$ cat config.mk
export PLATFORM = sky130hd
export DESIGN_NAME = dfst_control
export DESIGN_NICKNAME = d
export VERILOG_FILES = /design/src/logic/dfst_pkg.sv /design/src/logic/dfst_control.sv
export VERILOG_INCLUDE_DIRS = /design/src /design/src/logic
export SDC_FILE = /design/constraint.sdc
export NUM_CORES = 1
export LEC_CHECK = 0
export BUFFER_PORTS_ARGS = -buffer_cell sky130_fd_sc_hd__buf_2
export CAP_MARGIN = 40
export CORE_MARGIN = 2
export CORE_UTILIZATION = 45
export CTS_BUF_LIST = sky130_fd_sc_hd__clkbuf_4 sky130_fd_sc_hd__clkbuf_8
export DETAILED_ROUTE_END_ITERATION = 6
export GPL_ROUTABILITY_DRIVEN = 0
export PLACE_DENSITY_LB_ADDON = 0.12
export SYNTH_ARGS = -nofsm -noshare
export SYNTH_HDL_FRONTEND = slang
export SYNTH_SLANG_ARGS = --single-unit
export TNS_END_PERCENT = 5
$ cat constraint.sdc
create_clock -name mclk -period 15.62 [get_ports mclk]
set_input_delay 3.124 -clock mclk [delete_from_list [all_inputs] [get_ports mclk]]
set_output_delay 3.124 -clock mclk [all_outputs]
set_load 0.02 [all_outputs]
$ cat src/logic/dfst_map.svh
// Register map, field positions, reset values and counts for the block.
// What this block does
// - Three 8-bit critical limits, one per channel, each reset to 0xa4.
// - Over its critical limit, any channel forces full duty on all fans.
// - Hysteresis remote1 7:4, local 3:0, remote2 7:4 of 0x6e; default 4.
// - Hysteresis fields hold 0 to 15 degrees in one degree steps.
// - Zero hysteresis disables hysteresis; software should not program zero.
// - A running fan stays on until below start less hysteresis.
// - One hysteresis per channel serves fan on/off and critical release.
// - Acoustics bits 7:5: fans 3:1 off or at minimum duty below start.
// - A fan held at minimum duty ignores hysteresis as temperature drops.
// - Three 8-bit operating points, one degree resolution, reset to 0xa4.
// - Per channel 8-bit low and high limits, reset 0x01 and 0x7f.
// - Below the low limit the start temperature is raised.
// - Above the high limit the start temperature is lowered.
// - Events are raised on falling below low and rising above high limit.
// - Above operating point start drops; below it may rise under gates.
// - Each channel runs a short loop every n, a long one every 2n cycles.
// - Codes: remote1 2:0, local 5:3, remote2 7:6 plus bit 0 of 0x36.
// - Code 000 gives 8 and 16 cycles; each step doubles, up to 2048.
// - Short loop above op point less hyst drops start twice the rise.
// - Long loop above the operating point drops start by one more degree.
`ifndef DFST_MAP_SVH
`define DFST_MAP_SVH

`define DFST_ADDR_OP_R1 8'h33
`define DFST_ADDR_OP_LOC 8'h34
`define DFST_ADDR_OP_R2 8'h35
`define DFST_ADDR_LOOP_CTRL_ONE 8'h36
`define DFST_ADDR_LOOP_CTRL_TWO 8'h37
`define DFST_ADDR_LOW_R1 8'h4e
`define DFST_ADDR_HIGH_R1 8'h4f
`define DFST_ADDR_LOW_LOC 8'h50
`define DFST_ADDR_HIGH_LOC 8'h51
`define DFST_ADDR_LOW_R2 8'h52
`define DFST_ADDR_HIGH_R2 8'h53
`define DFST_ADDR_ACOUSTICS 8'h62
`define DFST_ADDR_START_R1 8'h67
`define DFST_ADDR_START_LOC 8'h68
`define DFST_ADDR_START_R2 8'h69
`define DFST_ADDR_CRIT_R1 8'h6a
`define DFST_ADDR_CRIT_LOC 8'h6b
`define DFST_ADDR_CRIT_R2 8'h6c
`define DFST_ADDR_HYST_R1_LOC 8'h6d
`define DFST_ADDR_HYST_R2 8'h6e
`define DFST_ADDR_STATUS_FAN 8'h70
`define DFST_ADDR_STATUS_LIMIT 8'h71

`define DFST_RST_CRIT 8'ha4
`define DFST_RST_OP 8'ha4
`define DFST_RST_LOW 8'h01
`define DFST_RST_HIGH 8'h7f
`define DFST_RST_HYST_R1_LOC 8'h44
`define DFST_RST_HYST_R2 8'h40
`define DFST_RST_ACOUSTICS 8'h00
`define DFST_RST_LOOP_CTRL 8'h00
`define DFST_RST_START 8'h5a

`define DFST_KEEP_MIN_LSB 5
`define DFST_DYN_EN_LSB 5
`define DFST_SHORT_BASE 11'h008

`endif

$ cat src/logic/dfst_pkg.sv
// Types shared by the fan start temperature control block.
package dfst_pkg;

  typedef enum logic [1:0] {
    DFST_FAN_OFF = 2'b00,
    DFST_FAN_MIN = 2'b01,
    DFST_FAN_AUTO = 2'b10,
    DFST_FAN_FULL = 2'b11
  } dfst_fan_mode_t;

  typedef struct packed {
    dfst_fan_mode_t fan_drive_3;
    dfst_fan_mode_t fan_drive_2;
    dfst_fan_mode_t fan_drive_1;
  } dfst_fan_drive_t;

  typedef struct packed {
    logic wr;
    logic rd;
    logic [7:0] addr;
    logic [7:0] wdata;
  } dfst_reg_req_t;

  typedef struct packed {
    logic [7:0] remote2;
    logic [7:0] local_ch;
    logic [7:0] remote1;
  } dfst_temps_t;

endpackage

$ cat src/logic/dfst_control.sv
// Per-channel critical limit, fan hysteresis and dynamic start temperature.
`timescale 1ns/1ps
`include "dfst_map.svh"

module dfst_control
  import dfst_pkg::*;
(
  input wire logic mclk,
  input wire logic rst_n,
  input wire dfst_reg_req_t reg_req,
  output logic [7:0] reg_rdata,
  input wire dfst_temps_t temps,
  input wire logic monitor_strobe,
  output dfst_fan_drive_t fan_drive,
  output logic [2:0] low_event,
  output logic [2:0] high_event
);

  // ---------------------------------------------------------------------
  // Helpers
  // ---------------------------------------------------------------------
  // Saturating arithmetic keeps thresholds from wrapping around.
  function automatic logic [7:0] sub_sat(input logic [7:0] a,
                                         input logic [7:0] b);
    sub_sat = (a > b) ? (a - b) : 8'h00;
  endfunction

  function automatic logic [10:0] short_len(input logic [2:0] code);
    short_len = `DFST_SHORT_BASE << code;
  endfunction

  // The count is widened by one bit so a 2048 long loop still matches.
  function automatic logic [11:0] count_ahead(input logic [10:0] c);
    count_ahead = {1'b0, c} + 12'h001;
  endfunction

  // ---------------------------------------------------------------------
  // Registers
  // ---------------------------------------------------------------------
  logic [7:0] crit_reg [3];
  logic [7:0] op_reg [3];
  logic [7:0] low_reg [3];
  logic [7:0] high_reg [3];
  logic [7:0] start_reg [3];
  logic [7:0] hyst_r1_loc_reg;
  logic [7:0] hyst_r2_reg;
  logic [7:0] acoustics_reg;
  logic [7:0] loop_one_reg;
  logic [7:0] loop_two_reg;
  logic [10:0] cnt_reg [3];
  logic [7:0] prev_reg [3];
  logic [2:0] crit_active_reg;
  logic [2:0] fan_on_reg;
  logic [2:0] below_low_reg;
  logic [2:0] above_high_reg;
  logic [7:0] temp [3];
  logic [3:0] hyst [3];
  logic [2:0] code [3];
  logic [2:0] dyn_en;
  logic [2:0] keep_min;
  logic code_wr;
  logic [2:0] short_tick;
  logic [2:0] long_tick;

  assign temp[0] = temps.remote1;
  assign temp[1] = temps.local_ch;
  assign temp[2] = temps.remote2;
  assign hyst[0] = hyst_r1_loc_reg[7:4];
  assign hyst[1] = hyst_r1_loc_reg[3:0];
  assign hyst[2] = hyst_r2_reg[7:4];
  assign code[0] = loop_two_reg[2:0];
  assign code[1] = loop_two_reg[5:3];
  assign code[2] = {loop_one_reg[0], loop_two_reg[7:6]};
  assign dyn_en = loop_one_reg[`DFST_DYN_EN_LSB +: 3];
  assign keep_min = acoustics_reg[`DFST_KEEP_MIN_LSB +: 3];
  assign code_wr = reg_req.wr &&
    (reg_req.addr == `DFST_ADDR_LOOP_CTRL_ONE ||
     reg_req.addr == `DFST_ADDR_LOOP_CTRL_TWO);

  // ---------------------------------------------------------------------
  // Software-owned configuration
  // ---------------------------------------------------------------------
  always_ff @(posedge mclk or negedge rst_n) begin
    if (!rst_n) begin
      for (int i = 0; i < 3; i++) begin
        crit_reg[i] <= `DFST_RST_CRIT;
        op_reg[i] <= `DFST_RST_OP;
        low_reg[i] <= `DFST_RST_LOW;
        high_reg[i] <= `DFST_RST_HIGH;
      end
      hyst_r1_loc_reg <= `DFST_RST_HYST_R1_LOC;
      hyst_r2_reg <= `DFST_RST_HYST_R2;
      acoustics_reg <= `DFST_RST_ACOUSTICS;
      loop_one_reg <= `DFST_RST_LOOP_CTRL;
      loop_two_reg <= `DFST_RST_LOOP_CTRL;
    end else if (reg_req.wr) begin
      case (reg_req.addr)
        `DFST_ADDR_CRIT_R1: crit_reg[0] <= reg_req.wdata;
        `DFST_ADDR_CRIT_LOC: crit_reg[1] <= reg_req.wdata;
        `DFST_ADDR_CRIT_R2: crit_reg[2] <= reg_req.wdata;
        `DFST_ADDR_OP_R1: op_reg[0] <= reg_req.wdata;
        `DFST_ADDR_OP_LOC: op_reg[1] <= reg_req.wdata;
        `DFST_ADDR_OP_R2: op_reg[2] <= reg_req.wdata;
        `DFST_ADDR_LOW_R1: low_reg[0] <= reg_req.wdata;
        `DFST_ADDR_HIGH_R1: high_reg[0] <= reg_req.wdata;
        `DFST_ADDR_LOW_LOC: low_reg[1] <= reg_req.wdata;
        `DFST_ADDR_HIGH_LOC: high_reg[1] <= reg_req.wdata;
        `DFST_ADDR_LOW_R2: low_reg[2] <= reg_req.wdata;
        `DFST_ADDR_HIGH_R2: high_reg[2] <= reg_req.wdata;
        `DFST_ADDR_HYST_R1_LOC: hyst_r1_loc_reg <= reg_req.wdata;
        `DFST_ADDR_HYST_R2: hyst_r2_reg <= {reg_req.wdata[7:4], 4'h0};
        `DFST_ADDR_ACOUSTICS: acoustics_reg <= reg_req.wdata;
        `DFST_ADDR_LOOP_CTRL_ONE: loop_one_reg <= reg_req.wdata;
        `DFST_ADDR_LOOP_CTRL_TWO: loop_two_reg <= reg_req.wdata;
        default: begin
        end
      endcase
    end
  end

  // ---------------------------------------------------------------------
  // Loop period counters
  // ---------------------------------------------------------------------
  // A period code write restarts every counter so no channel runs a
  // partial loop measured against a stale period.
  always_comb begin
    for (int i = 0; i < 3; i++) begin
      short_tick[i] = monitor_strobe &&
        ((count_ahead(cnt_reg[i]) == {1'b0, short_len(code[i])}) ||
         (count_ahead(cnt_reg[i]) == {short_len(code[i]), 1'b0}));
      long_tick[i] = monitor_strobe &&
        (count_ahead(cnt_reg[i]) == {short_len(code[i]), 1'b0});
    end
  end

  always_ff @(posedge mclk or negedge rst_n) begin
    if (!rst_n) begin
      for (int i = 0; i < 3; i++) begin
        cnt_reg[i] <= 11'h000;
      end
    end else begin
      for (int i = 0; i < 3; i++) begin
        if (code_wr) begin
          cnt_reg[i] <= 11'h000;
        end else if (long_tick[i]) begin
          cnt_reg[i] <= 11'h000;
        end else if (monitor_strobe) begin
          cnt_reg[i] <= cnt_reg[i] + 11'h001;
        end
      end
    end
  end

  // ---------------------------------------------------------------------
  // Previous sample and limit events
  // ---------------------------------------------------------------------
  always_ff @(posedge mclk or negedge rst_n) begin
    if (!rst_n) begin
      for (int i = 0; i < 3; i++) begin
        prev_reg[i] <= 8'h00;
      end
      below_low_reg <= 3'h0;
      above_high_reg <= 3'h0;
      low_event <= 3'h0;
      high_event <= 3'h0;
    end else begin
      for (int i = 0; i < 3; i++) begin
        low_event[i] <= 1'b0;
        high_event[i] <= 1'b0;
        if (monitor_strobe) begin
          prev_reg[i] <= temp[i];
          below_low_reg[i] <= temp[i] < low_reg[i];
          above_high_reg[i] <= temp[i] > high_reg[i];
          low_event[i] <= (temp[i] < low_reg[i]) &&
            !below_low_reg[i];
          high_event[i] <= (temp[i] > high_reg[i]) &&
            !above_high_reg[i];
        end
      end
    end
  end

  // ---------------------------------------------------------------------
  // Critical limit and fan on/off hysteresis
  // ---------------------------------------------------------------------
  // A zero hysteresis makes the release threshold equal the trip point,
  // which is why fans would cycle between normal and full speed.
  always_ff @(posedge mclk or negedge rst_n) begin
    if (!rst_n) begin
      crit_active_reg <= 3'h0;
      fan_on_reg <= 3'h0;
    end else begin
      for (int i = 0; i < 3; i++) begin
        if (temp[i] > crit_reg[i]) begin
          crit_active_reg[i] <= 1'b1;
        end else if (temp[i] < sub_sat(crit_reg[i], {4'h0, hyst[i]})) begin
          crit_active_reg[i] <= 1'b0;
        end
        if (temp[i] > start_reg[i]) begin
          fan_on_reg[i] <= 1'b1;
        end else if (temp[i] < sub_sat(start_reg[i], {4'h0, hyst[i]})) begin
          fan_on_reg[i] <= 1'b0;
        end
      end
    end
  end

  // ---------------------------------------------------------------------
  // Dynamic start temperature
  // ---------------------------------------------------------------------
  // Software may rewrite a start temperature at any time; its write wins
  // over a loop update landing in the same cycle.
  always_ff @(posedge mclk or negedge rst_n) begin
    if (!rst_n) begin
      for (int i = 0; i < 3; i++) begin
        start_reg[i] <= `DFST_RST_START;
      end
    end else begin
      for (int i = 0; i < 3; i++) begin
        if (reg_req.wr && reg_req.addr == `DFST_ADDR_START_R1 + 8'(i)) begin
          start_reg[i] <= reg_req.wdata;
        end else if (dyn_en[i] && temp[i] > start_reg[i]) begin
          if (long_tick[i] &&
              (temp[i] > op_reg[i] || temp[i] > high_reg[i])) begin
            // Long loop decrement plus any short loop decrement.
            start_reg[i] <= sub_sat(sub_sat(start_reg[i], 8'h01),
              (temp[i] > sub_sat(op_reg[i], {4'h0, hyst[i]}) &&
               temp[i] > prev_reg[i]) ?
              8'((temp[i] - prev_reg[i]) << 1) : 8'h00);
          end else if (short_tick[i] &&
                       temp[i] > sub_sat(op_reg[i], {4'h0, hyst[i]}) &&
                       temp[i] > prev_reg[i]) begin
            start_reg[i] <= sub_sat(start_reg[i],
              8'((temp[i] - prev_reg[i]) << 1));
          end else if (long_tick[i] && temp[i] < low_reg[i] &&
                       start_reg[i] < high_reg[i] &&
                       start_reg[i] < op_reg[i]) begin
            start_reg[i] <= start_reg[i] + 8'h01;
          end
        end
      end
    end
  end

  // ---------------------------------------------------------------------
  // Fan drive decision
  // ---------------------------------------------------------------------
  // Each fan follows the channel of the same index, except that a critical trip on any channel drives every fan full.
  dfst_fan_mode_t mode_next [3];

  always_comb begin
    for (int i = 0; i < 3; i++) begin
      mode_next[i] = DFST_FAN_OFF;
      if (|crit_active_reg) begin
        mode_next[i] = DFST_FAN_FULL;
      end else if (keep_min[i]) begin
        mode_next[i] = (temp[i] > start_reg[i]) ? DFST_FAN_AUTO :
          DFST_FAN_MIN;
      end else if (fan_on_reg[i]) begin
        mode_next[i] = DFST_FAN_AUTO;
      end
    end
  end

  always_ff @(posedge mclk or negedge rst_n) begin
    if (!rst_n) begin
      fan_drive <= '{DFST_FAN_OFF, DFST_FAN_OFF, DFST_FAN_OFF};
    end else begin
      fan_drive <= '{mode_next[2], mode_next[1], mode_next[0]};
    end
  end

  // ---------------------------------------------------------------------
  // Read port
  // ---------------------------------------------------------------------
  always_ff @(posedge mclk or negedge rst_n) begin
    if (!rst_n) begin
      reg_rdata <= 8'h00;
    end else if (reg_req.rd) begin
      case (reg_req.addr)
        `DFST_ADDR_CRIT_R1: reg_rdata <= crit_reg[0];
        `DFST_ADDR_CRIT_LOC: reg_rdata <= crit_reg[1];
        `DFST_ADDR_CRIT_R2: reg_rdata <= crit_reg[2];
        `DFST_ADDR_OP_R1: reg_rdata <= op_reg[0];
        `DFST_ADDR_OP_LOC: reg_rdata <= op_reg[1];
        `DFST_ADDR_OP_R2: reg_rdata <= op_reg[2];
        `DFST_ADDR_LOW_R1: reg_rdata <= low_reg[0];
        `DFST_ADDR_HIGH_R1: reg_rdata <= high_reg[0];
        `DFST_ADDR_LOW_LOC: reg_rdata <= low_reg[1];
        `DFST_ADDR_HIGH_LOC: reg_rdata <= high_reg[1];
        `DFST_ADDR_LOW_R2: reg_rdata <= low_reg[2];
        `DFST_ADDR_HIGH_R2: reg_rdata <= high_reg[2];
        `DFST_ADDR_START_R1: reg_rdata <= start_reg[0];
        `DFST_ADDR_START_LOC: reg_rdata <= start_reg[1];
        `DFST_ADDR_START_R2: reg_rdata <= start_reg[2];
        `DFST_ADDR_HYST_R1_LOC: reg_rdata <= hyst_r1_loc_reg;
        `DFST_ADDR_HYST_R2: reg_rdata <= hyst_r2_reg;
        `DFST_ADDR_ACOUSTICS: reg_rdata <= acoustics_reg;
        `DFST_ADDR_LOOP_CTRL_ONE: reg_rdata <= loop_one_reg;
        `DFST_ADDR_LOOP_CTRL_TWO: reg_rdata <= loop_two_reg;
        `DFST_ADDR_STATUS_FAN: reg_rdata <= {2'h0, fan_on_reg,
                                             crit_active_reg};
        `DFST_ADDR_STATUS_LIMIT: reg_rdata <= {2'h0, above_high_reg,
                                               below_low_reg};
        default: reg_rdata <= 8'h00;
      endcase
    end else begin
      reg_rdata <= 8'h00;
    end
  end

endmodule

==> results of run 1 <==
cells by family after synthesis:
| logic type | Yosys count | share of synthesized area [%] |
|---|---|---|
| AO/OA/AOI/OAI | 752 | 20.7 |
| XOR/XNOR | 138 | 5.02 |
| adder cells (fa/ha/maj) | 357 | 18.9 |
| buffers and inverters | 313 | 5.06 |
| flip-flops | 245 | 25.5 |
| multiplexers | 171 | 7.77 |
| AND/OR/NAND/NOR | 811 | 17.0 |
cell type report:
type                    count  area [um2]
diodes                      4        10.0
clock buffers              71         952
clock inverters            21         233
fillers                  5189       27200
inverters                 196         736
multi-input cells        2229       16900
flip-flops and latches    245        6200
well taps                 696         871
repair buffers             82         485
cells in the mapped netlist, types with 19 or more instances:
| master | count |
|---|---|
| nor2b_1 | 42 |
| a22oi_1 | 33 |
| nor3_1 | 65 |
| dfrtp_1 | 188 |
| mux2i_1 | 28 |
| and3_1 | 35 |
| xnor2_1 | 100 |
| o21a_1 | 34 |
| or3_1 | 19 |
| nand2_1 | 210 |
| xor2_1 | 37 |
| nand2b_1 | 39 |
| ha_1 | 339 |
| clkbuf_1 | 88 |
| nand4_1 | 58 |
| a21o_1 | 76 |
| a221oi_1 | 19 |
| a31oi_1 | 21 |
| nor2_1 | 167 |
| mux2_2 | 143 |
| dfstp_2 | 57 |
| nor4_1 | 21 |
| o31ai_1 | 25 |
| nand3_1 | 61 |
| o21ai_0 | 192 |
| a21oi_1 | 150 |
| a211oi_1 | 19 |
| inv_1 | 195 |
worst min path at each step:
stage | slack [ns] | depth (start not counted) | end | startpoint
floorplan | 0.43 | 1 | low_event[1]$_DFF_PN0_ | below_low_reg[1]$_DFFE_PN0P_
global placement | 0.47 | 1 | low_event[2]$_DFF_PN0_ | below_low_reg[2]$_DFFE_PN0P_
detailed placement | 0.49 | 1 | low_event[0]$_DFF_PN0_ | below_low_reg[0]$_DFFE_PN0P_
CTS | 0.50 | 1 | low_event[2]$_DFF_PN0_ | below_low_reg[2]$_DFFE_PN0P_
global route | 0.52 | 1 | low_event[2]$_DFF_PN0_ | below_low_reg[2]$_DFFE_PN0P_
finish | 0.50 | 1 | low_event[2]$_DFF_PN0_ | below_low_reg[2]$_DFFE_PN0P_
power groups by stage:
| stage | Sequential, W | Clock [W] | Combinational (W) |
|---|---|---|---|
| finish | 0.000755 | 0.000795 | 0.000720 |
| global route | 0.000761 | 0.000838 | 0.000807 |
| CTS | 0.000753 | 0.000811 | 0.000713 |
| detailed placement | 0.000763 | 0 | 0.000708 |
| global placement | 0.000762 | 0 | 0.000684 |
| floorplan | 0.000718 | 0 | 0.000544 |
stage by stage:
step	hold WS (ns)	cells	utilization [%]	power [W]
after floorplan	0.426	2787	-	0.00126
after global placement	0.467	3444	47.0	0.00145
after detailed placement	0.489	3448	47.0	0.00147
after CTS	0.502	3540	49.3	0.00228
after global routing	0.521	3542	49.3	0.00241
final	0.503	3544	49.3	0.00227
per-layer routing:
metal | up-vias | share of wire, % | track usage [%]
met5 | - | 0.050 | 0
met4 | 6 | 4.9 | 13.9
met3 | 245 | 6.9 | 4.94
met2 | 836 | 44 | 46.5
met1 | 10900 | 44 | 39.1
li1 | 10300 | - | -
cells in the final DEF, fill, tap and decap left out, types with 17 or more instances in the layout:
cell type | Yosys | final
a211oi_1 | 19 | 19
a21o_1 | 76 | 76
a21oi_1 | 150 | 150
a221oi_1 | 19 | 19
a22oi_1 | 33 | 33
a31oi_1 | 21 | 21
and3_1 | 35 | 35
buf_2 | 13 | 63
buf_4 | 4 | 17
clkbuf_8 | 0 | 67
dfrtp_1 | 188 | 188
dfstp_2 | 57 | 57
fa_1 | 18 | 18
ha_1 | 339 | 339
inv_1 | 195 | 195
mux2_2 | 143 | 143
mux2i_1 | 28 | 28
nand2_1 | 210 | 210
nand2b_1 | 39 | 39
nand3_1 | 61 | 61
nand4_1 | 58 | 58
nor2_1 | 167 | 166
nor2b_1 | 42 | 42
nor3_1 | 65 | 65
nor4_1 | 21 | 20
o211ai_1 | 18 | 18
o21a_1 | 34 | 34
o21ai_0 | 192 | 192
o31ai_1 | 25 | 25
or3_1 | 19 | 19
xnor2_1 | 100 | 100
xor2_1 | 37 | 37
worst reg2reg max path: stages, from the launching register on:
cell and delay, ns:
dfrtp_1 0.50, inv_1 0.09, ha_1 0.23, fa_1 0.41, nor2b_1 0.13, o21ai_0 0.09, nand2b_1 0.16, inv_1 0.06
a41oi_1 0.21, or3_1 0.27, nand2b_1 0.10, ha_1 0.29, nor2b_1 0.13, o211ai_1 0.15, a21oi_1 0.10, a211o_1 0.33
and3_1 0.27, nand2_1 0.16, ha_1 0.26, a21o_1 0.18, a21o_1 0.20, a211oi_1 0.29, o21bai_1 0.12, a21oi_1 0.24
nor4_2 0.13, and3_1 0.20, a221oi_1 0.20, a21oi_1 0.10
==> flow_summary.json, run 1 <==
{
  "p_leak_nw": 11.3,
  "ys.flop_type": "dfrtp_1",
  "place_area_mm2": 0.0252,
  "r2r_cells": 27,
  "cellInternalPower_w": 0.00144,
  "grt_pass1_vias": 21700,
  "setup_ws_ns": 8.49,
  "finalClockSkew_ns": 0.0370,
  "antenna_left": 0,
  "yosysWarnings": 0,
  "overflow": 0,
  "synth-edff-count": 0,
  "crit_path_max_fanout": 8,
  "cts_tree": "built",
  "cts_hold_buffers": 0,
  "crit_type": "in -> reg",
  "cts_resized": 0,
  "ctsHtreeMaxLevel": 2,
  "drcViolationCount": 0,
  "rsz0062_at_grt": "false",
  "syn_avg_cell_area_um2": 8.73,
  "die_height_um": 237,
  "peakVddDrop_mv": 0.0589,
  "pre_cts_slack_ns": 8.11,
  "synthCells": 2787,
  "portBuffers": 64,
  "end_kind": "register",
  "path_depth": 20,
  "finalMaxSlewViolations": 0,
  "r2r-start": "op_reg[16]$_DFFE_PN0P_",
  "cts_buffers": 49,
  "final_nets": 3205,
  "syn-cell-area_mm2": 0.0243,
  "pwr-share-seq_pct": 33.3,
  "coreArea_mm2": 0.0536,
  "cts.clk_slew.worst_paths_ns": 0.07,
  "critPathMaxStageDelay_ns": 0.48,
  "start_kind": "primary input",
  "cp_slowest_cell": "o41ai_1",
  "final_area_mm2": 0.0264,
  "die_area_mm2": 0.0560,
  "cts_sinks": 245,
  "insertion_delay_ns": 0.66,
  "min_period_over_period_pct": 45.6,
  "grt_start_max_net_pins": 70,
  "synthTopCellsByArea": "dfrtp_1 (19%), ha_1 (17%), mux2_2 (6.6%)",
  "crit_required_ns": 16.20,
  "synth-seq-cells": 245,
  "rrSetupSlack_ns": 9.86,
  "ios": 65,
  "path_cells": "buf_2 > inv_1 > ha_1 > inv_1 > fa_1 > a211o_1 > a2111oi_0 > o21bai_1 > o311a_1 > nand2_1 > ha_1 > nor2b_1 > o21ai_0 > a21oi_1 > o41ai_1 > nor2_1 > and3_1 > a222oi_1 > o21ai_0 > o2bb2ai_1",
  "num_rows": 85,
  "cts_setup_buffers": 0,
  "fin_crit_ns": 7.13,
  "wl_per_cell_um": 23.3,
  "async_flop_share_pct": 100,
  "vias_per_cell": 6.28,
  "grt_pass1_wl_mm": 129,
  "worstSetupStartpoint": "temps[8]",
  "synthDistinctLibCells": 93,
  "drv_cap": 0,
  "hpwl_mm": 60.9,
  "final.setup.tns_ns": 0,
  "arrival_ns": 7.71,
  "synth_nets": 3189,
  "die_w_um": 237,
  "tightest_slew_ns": 0.880,
  "crit_end": "start_reg[12]$_DFFE_PN1P_",
  "yosys.area.top_type": "dfrtp_1",
  "wl_mm": 82.6,
  "hp-class": "reg -> reg",
  "crit_buf_inv": 3,
  "cts_buffer_depth": 3,
  "first_pass_iters": 7,
  "drt-initial-drc-count": 1940,
  "grt_antenna_before_repair": 6,
  "cp_top_family": "compound AO/OA/AOI/OAI gates",
  "maxSlewHeadroom_pct": 41.4,
  "power_density_mw_per_mm2": 85.9,
  "largest_reg_flops": 33,
  "grt_usage_pct": 29.4,
  "fmaxAchievable_mhz": 140,
  "root_buffer": "clkbuf_8",
  "status": "finished, final reports clean",
  "hold_viol": 0,
  "synth_top_area_share_pct": 19.3,
  "timing.rr.end": "start_reg[21]$_DFFE_PN0P_",
  "clockPowerShare_pct": 35.0,
  "finalSetupViolations": 0,
  "drive_gt1_share_pct": 14.6,
  "area_growth_pct": 8.51,
  "power.net_switching_w": 0.000825,
  "num_vias": 22300,
  "comb_power_share_pct": 31.7,
  "initial_core_util_pct": 45.4,
  "ys_seq_area_share_pct": 25.5,
  "p_sw_share_pct": 36.4
}
(Power assumes the default switching activity.)
==> inputs of run 2 (changes only) <==
==> constraint.sdc (replaced) <==
create_clock -name mclk -period 5.8 [get_ports mclk]
set_input_delay 1.16 -clock mclk [delete_from_list [all_inputs] [get_ports mclk]]
set_output_delay 1.16 -clock mclk [all_outputs]
set_load 0.02 [all_outputs]
==> run 2 against run 1 <==
Compared with the run above:
- combinational power rose to 2.7 times the previous value
- register-to-register slack lost 9.4 ns
- core utilization grew 0.15 points
- design area grew 0.31%
- clock-buffer cell count is 7 higher
- worst hold slack got worse by 0.039 ns
- global-route usage grew 0.19 points
- critical path type is now reg -> reg
- critical endpoint is now start_reg[21]$_DFFE_PN0P_
- largest cell class unchanged
- highest routed layer unchanged
==> flow_summary.json, run 2 (synthesis gave the netlist of run 1 again) <==
{
  "drt-initial-drc-count": 2184,
  "coreArea_mm2": 0.0536,
  "grt_busiest_layer": "met2",
  "cp_top_family": "compound AO/OA/AOI/OAI gates",
  "use_met1_pct": 39.1,
  "final_cell_mix": "ha_1 (339), nand2_1 (210), inv_1 (194)",
  "hp-class": "in -> async",
  "die_area_mm2": 0.0560,
  "use_met3_pct": 4.85,
  "cts_buffer_depth": 3,
  "power_density_mw_per_mm2": 230,
  "layout_commonest_cell": "ha_1",
  "tightest_slew_ns": 0.992,
  "hpwl_mm": 62.2,
  "area_growth_pct": 8.85,
  "initial_core_util_pct": 45.4,
  "setup_ws_ns": 0.426,
  "grt_usage_pct": 29.6,
  "num_rows": 85,
  "largest_reg_flops": 33,
  "final_area_mm2": 0.0265,
  "place_area_mm2": 0.0253,
  "power_w": 0.00610,
  "grt_pass1_vias": 21700,
  "maxSlewHeadroom_pct": 33.6,
  "cts_tree": "built",
  "overflow": 0,
  "grt_antenna_before_repair": 8,
  "peakVddDrop_mv": 0.162,
  "antenna_left": 0,
  "min_period_over_period_pct": 92.7,
  "final_nets": 3218,
  "grt_start_max_net_pins": 89,
  "arrival_ns": 5.92,
  "cts_sinks": 245,
  "crit_path_max_fanout": 7,
  "drcViolationCount": 0,
  "first_pass_iters": 6,
  "cts_hold_buffers": 0,
  "crit_buf_inv": 2,
  "die_height_um": 237,
  "portBuffers": 64,
  "final.setup.tns_ns": 0,
  "status": "finished, final reports clean",
  "finalClockSkew_ns": 0.0400,
  "critPathMaxStageDelay_ns": 0.42,
  "drv_cap": 0,
  "vias_per_cell": 6.25,
  "fmaxAchievable_mhz": 186,
  "grt_pass1_wl_mm": 129,
  "final_util_pct": 49.4,
  "finalMaxSlewViolations": 0,
  "die_w_um": 237,
  "start_kind": "register",
  "pre_cts_slack_ns": 0.374,
  "cp_slowest_cell": "dfrtp_1",
  "crit_required_ns": 6.34,
  "hold_viol": 0,
  "p_leak_nw": 11.4,
  "num_vias": 22200,
  "grtUsageMet2_pct": 47.3,
  "rsz0062_at_grt": "true",
  "drive_gt1_share_pct": 15.1,
  "finalSetupViolations": 0,
  "insertion_delay_ns": 0.67,
  "end_kind": "register",
  "cts.clk_slew.worst_paths_ns": 0.06,
  "wl_mm": 84.0,
  "ios": 65,
  "wl_per_cell_um": 23.6,
  "ctsHtreeMaxLevel": 2,
  "cts_buffers": 50,
  "root_buffer": "clkbuf_8",
  "crit_type": "reg -> reg",
  "fin_crit_ns": 5.37
}
## run 2: cell types whose count changed in the layout (fill, tap and decap cells not counted), sizes merged
| cell | delta |
|---|---|
| clkbuf | +7 |
| clkinvlp | -2 |
| bufinv | -1 |
| clkinv | -2 |
| buf | +12 |
## run 2: worst paths after layout
check | from | endpoint | slack [ns] | cells past startpoint
setup / recovery | op_reg[16]$_DFFE_PN0P_ | start_reg[21]$_DFFE_PN0P_ | 0.43 | 27
hold / removal | rst_n | fan_on_reg[1]$_DFFE_PN0P_ | 0.46 | 1
setup reg to reg | op_reg[16]$_DFFE_PN0P_ | start_reg[21]$_DFFE_PN0P_ | 0.43 | 27
hold reg to reg | below_low_reg[2]$_DFFE_PN0P_ | low_event[2]$_DFF_PN0_ | 0.47 | 1
max in group asynchronous | rst_n | prev_reg[6]$_DFFE_PN0P_ | 4.23 | 2
min in group mclk | below_low_reg[2]$_DFFE_PN0P_ | low_event[2]$_DFF_PN0_ | 0.47 | 1
## run 2: worst register-to-register path: cells and delay by family (launching register included)
kind,cells,cell delay (ns)
flip-flops,1,0.42
adder cells (fa/ha/maj),4,1.16
AO/OA/AOI/OAI,12,2.11
AND/OR/NAND/NOR,9,1.44
buffers and inverters,2,0.12
## run 2: power breakdown
group	leakage (nW)	internal, W	switching, W	total, W
Combinational	7.72	0.000821	0.00113	0.00195
Sequential	3.06	0.00183	0.000199	0.00203
Clock	0.615	0.00124	0.000886	0.00212
## run 2: timing repair
| item | 4_1_cts | 5_1_grt |
|---|---|---|
| gates resized for setup | 0 | 3 |
| setup buffers | 0 | 0 |
| endpoints found under the setup margin | 0 | 11 |
## run 2: area by class of cell
cell class,count,area (um2)
clock inverters,16,178
well taps,696,871
clock buffers,78,998
diodes,4,10.0
flip-flops and latches,245,6200
repair buffers,94,563
inverters,196,736
fillers,5110,27100
multi-input cells,2229,16900
## run 2: stage by stage
step                      hold slack [ns]  instances
after CTS                           0.444       3554
after global routing                0.497       3556
final                               0.464       3558
after global placement              0.450       3458
after detailed placement            0.467       3460
after floorplan                     0.426       2787
## run 2: metal layers
layer  vias up  share of wire [%]
li1      10400                  -
met1     10900                 44
met2       758                 45
met3       243                6.6
met4         4                4.8
met5         -              0.032
==> inputs of run 3 (changes only) <==
--- a/config.mk
+++ b/config.mk
@@ -13,6 +13,7 @@
 export CTS_BUF_LIST = sky130_fd_sc_hd__clkbuf_4 sky130_fd_sc_hd__clkbuf_8
 export DETAILED_ROUTE_END_ITERATION = 6
 export GPL_ROUTABILITY_DRIVEN = 0
+export MAX_ROUTING_LAYER = met4
 export PLACE_DENSITY_LB_ADDON = 0.12
 export SYNTH_ARGS = -nofsm -noshare
 export SYNTH_HDL_FRONTEND = slang
==> constraint.sdc (replaced) <==
create_clock -name mclk -period 5.95 [get_ports mclk]
set_input_delay 1.19 -clock mclk [delete_from_list [all_inputs] [get_ports mclk]]
set_output_delay 1.19 -clock mclk [all_outputs]
set_load 0.02 [all_outputs]
==> run 3 against run 2 <==
Compared with the run above:
- the run now ends with DRC left
- clock skew down 0.018 ns
- first-iteration DRC count down 12%
- clock power down 10%
- die area unchanged
- sequential power down 2%
- combinational power down 3%
- global-route usage up 0.94 points
- core utilization down 0.25 points
- critical path depth down 1
==> flow_summary.json, run 3 (synthesis gave the netlist of run 1 again) <==
{
  "status": "complete, but fails checks",
  "violations": "DRC",
  "stdcell_count": 3555,
  "hpwl_mm": 61.6,
  "start_kind": "register",
  "drt-initial-drc-count": 1932,
  "final_nets": 3213,
  "peakVddDrop_mv": 0.168,
  "drv_cap": 0,
  "root_buffer": "clkbuf_8",
  "maxSlewHeadroom_pct": 40.1,
  "coreArea_mm2": 0.0536,
  "final_cell_mix": "ha_1 (339), nand2_1 (210), inv_1 (195)",
  "die_height_um": 237,
  "grt_pass1_vias": 22000,
  "ctsHtreeMaxLevel": 2,
  "die_area_mm2": 0.0560,
  "rrSetupSlack_ns": 0.40,
  "ios": 65,
  "fmaxAchievable_mhz": 180,
  "antenna_left": 0,
  "cts_sinks": 245,
  "grt_usage_pct": 30.5,
  "multi_input_area_mm2": 0.0169,
  "grt_start_max_net_pins": 134,
  "ff_latch_area_mm2": 0.00620,
  "hp-class": "reg -> reg",
  "wl_mm": 83.9,
  "portBuffers": 64,
  "drcViolationCount": 10,
  "overflow": 0,
  "fin_crit_ns": 5.55,
  "cts_hold_buffers": 0,
  "rsz0062_at_grt": "false",
  "first_pass_iters": 7,
  "crit_type": "reg -> reg",
  "initial_core_util_pct": 45.4,
  "drive_gt1_share_pct": 14.8,
  "arrival_ns": 6.06,
  "cts_buffers": 48,
  "crit_path_max_fanout": 7,
  "num_rows": 85,
  "tightest_slew_ns": 0.895,
  "cts.clk_slew.worst_paths_ns": 0.06,
  "grt_antenna_before_repair": 6,
  "numPlacedInstances": 3457,
  "finalMaxSlewViolations": 0,
  "power_density_mw_per_mm2": 219,
  "largest_reg_flops": 33,
  "final.setup.tns_ns": 0,
  "cts_tree": "built",
  "fillerInstances": 5229,
  "finalSetupViolations": 0,
  "final_area_mm2": 0.0264,
  "layout_commonest_cell": "ha_1",
  "area_growth_pct": 8.30,
  "p_leak_nw": 11.3,
  "hold_viol": 0,
  "num_vias": 22200,
  "power_w": 0.00577,
  "finalClockSkew_ns": 0.0224,
  "grt_pass1_wl_mm": 129,
  "end_kind": "register",
  "wl_per_cell_um": 23.6,
  "insertion_delay_ns": 0.66,
  "min_period_over_period_pct": 93.3,
  "die_w_um": 237,
  "place_area_mm2": 0.0253,
  "vias_per_cell": 6.26,
  "cts_buffer_depth": 3,
  "crit_required_ns": 6.46
}
-- run 3: cell types whose count changed in the layout (fill, tap and decap cells not counted), moves of 2 or more --
cell,delta
bufinv_16,-2
clkbuf_8,-4
buf_2,-2
clkinv_2,+4
diode_2,+4
clkinvlp_4,-2
-- run 3: worst max-delay path, cell delays in order (launching register included) --
cell and delay (ns):
dfrtp_1 0.45, ha_1 0.24, fa_1 0.41, nor2b_1 0.11, o21ai_0 0.08, nand2b_1 0.14
inv_1 0.05, a41oi_1 0.23, or3_1 0.24, nand2b_1 0.08, ha_1 0.29, nor2b_1 0.14
o211ai_1 0.17, a21oi_1 0.09, a211o_1 0.29, and3_1 0.26, nand2_1 0.16, ha_1 0.26
a21o_1 0.18, a21o_1 0.20, a211oi_1 0.28, o21bai_1 0.12, a21oi_1 0.25, nor4_2 0.13
and3_1 0.20, a221oi_1 0.22, a21oi_1 0.11
-- run 3: layer usage --
metal	share of wire, %	track usage (%)
met4	4.3	13.0
met2	45	47.8
met1	45	39.4
met5	0	-
met3	6.1	4.41
-- run 3: worst paths after layout --
kind,from,to,depth (start not counted)
setup reg to reg,hyst_r1_loc_reg[4]$_DFFE_PN0P_,start_reg[21]$_DFFE_PN0P_,26
min in group asynchronous,rst_n,cnt_reg[20]$_DFFE_PN0P_,1
hold reg to reg,below_low_reg[2]$_DFFE_PN0P_,low_event[2]$_DFF_PN0_,1
hold / removal,below_low_reg[2]$_DFFE_PN0P_,low_event[2]$_DFF_PN0_,1
setup / recovery,hyst_r1_loc_reg[4]$_DFFE_PN0P_,start_reg[21]$_DFFE_PN0P_,26
max in group asynchronous,rst_n,prev_reg[18]$_DFFE_PN0P_,2
-- run 3: per-stage QoR --
step	worst slack [ns]	hold WS (ns)	utilization (%)
after floorplan	1.04	0.426	-
after global placement	0.623	0.454	47.1
after detailed placement	0.410	0.487	47.2
after CTS	0.447	0.486	49.1
after global routing	0.0139	0.511	49.2
final	0.399	0.485	49.2
-- run 3: where the power goes --
group | total [W] | switching [W] | internal, W | leakage (nW)
combinational | 0.00189 | 0.00109 | 0.000794 | 7.70
sequential | 0.00198 | 0.000196 | 0.00178 | 3.06
clock | 0.00190 | 0.000836 | 0.00106 | 0.571
total | 0.00577 | 0.00213 | 0.00364 | 11.3
-- run 3: layout make-up --
class / count / area share (%)
clock inverters: 15 / 0.403
diodes: 8 / 0.0759
repair buffers: 91 / 2.07
flip-flops and latches: 245 / 23.5
multi-input cells: 2229 / 64.2
clock buffers: 75 / 3.61
inverters: 196 / 2.79
well taps: 696 / 3.30
-- run 3: repair_timing --
item,in CTS,in global routing
endpoints found under the setup margin,0,3
resized for setup,0,1
buffers inserted,0,0
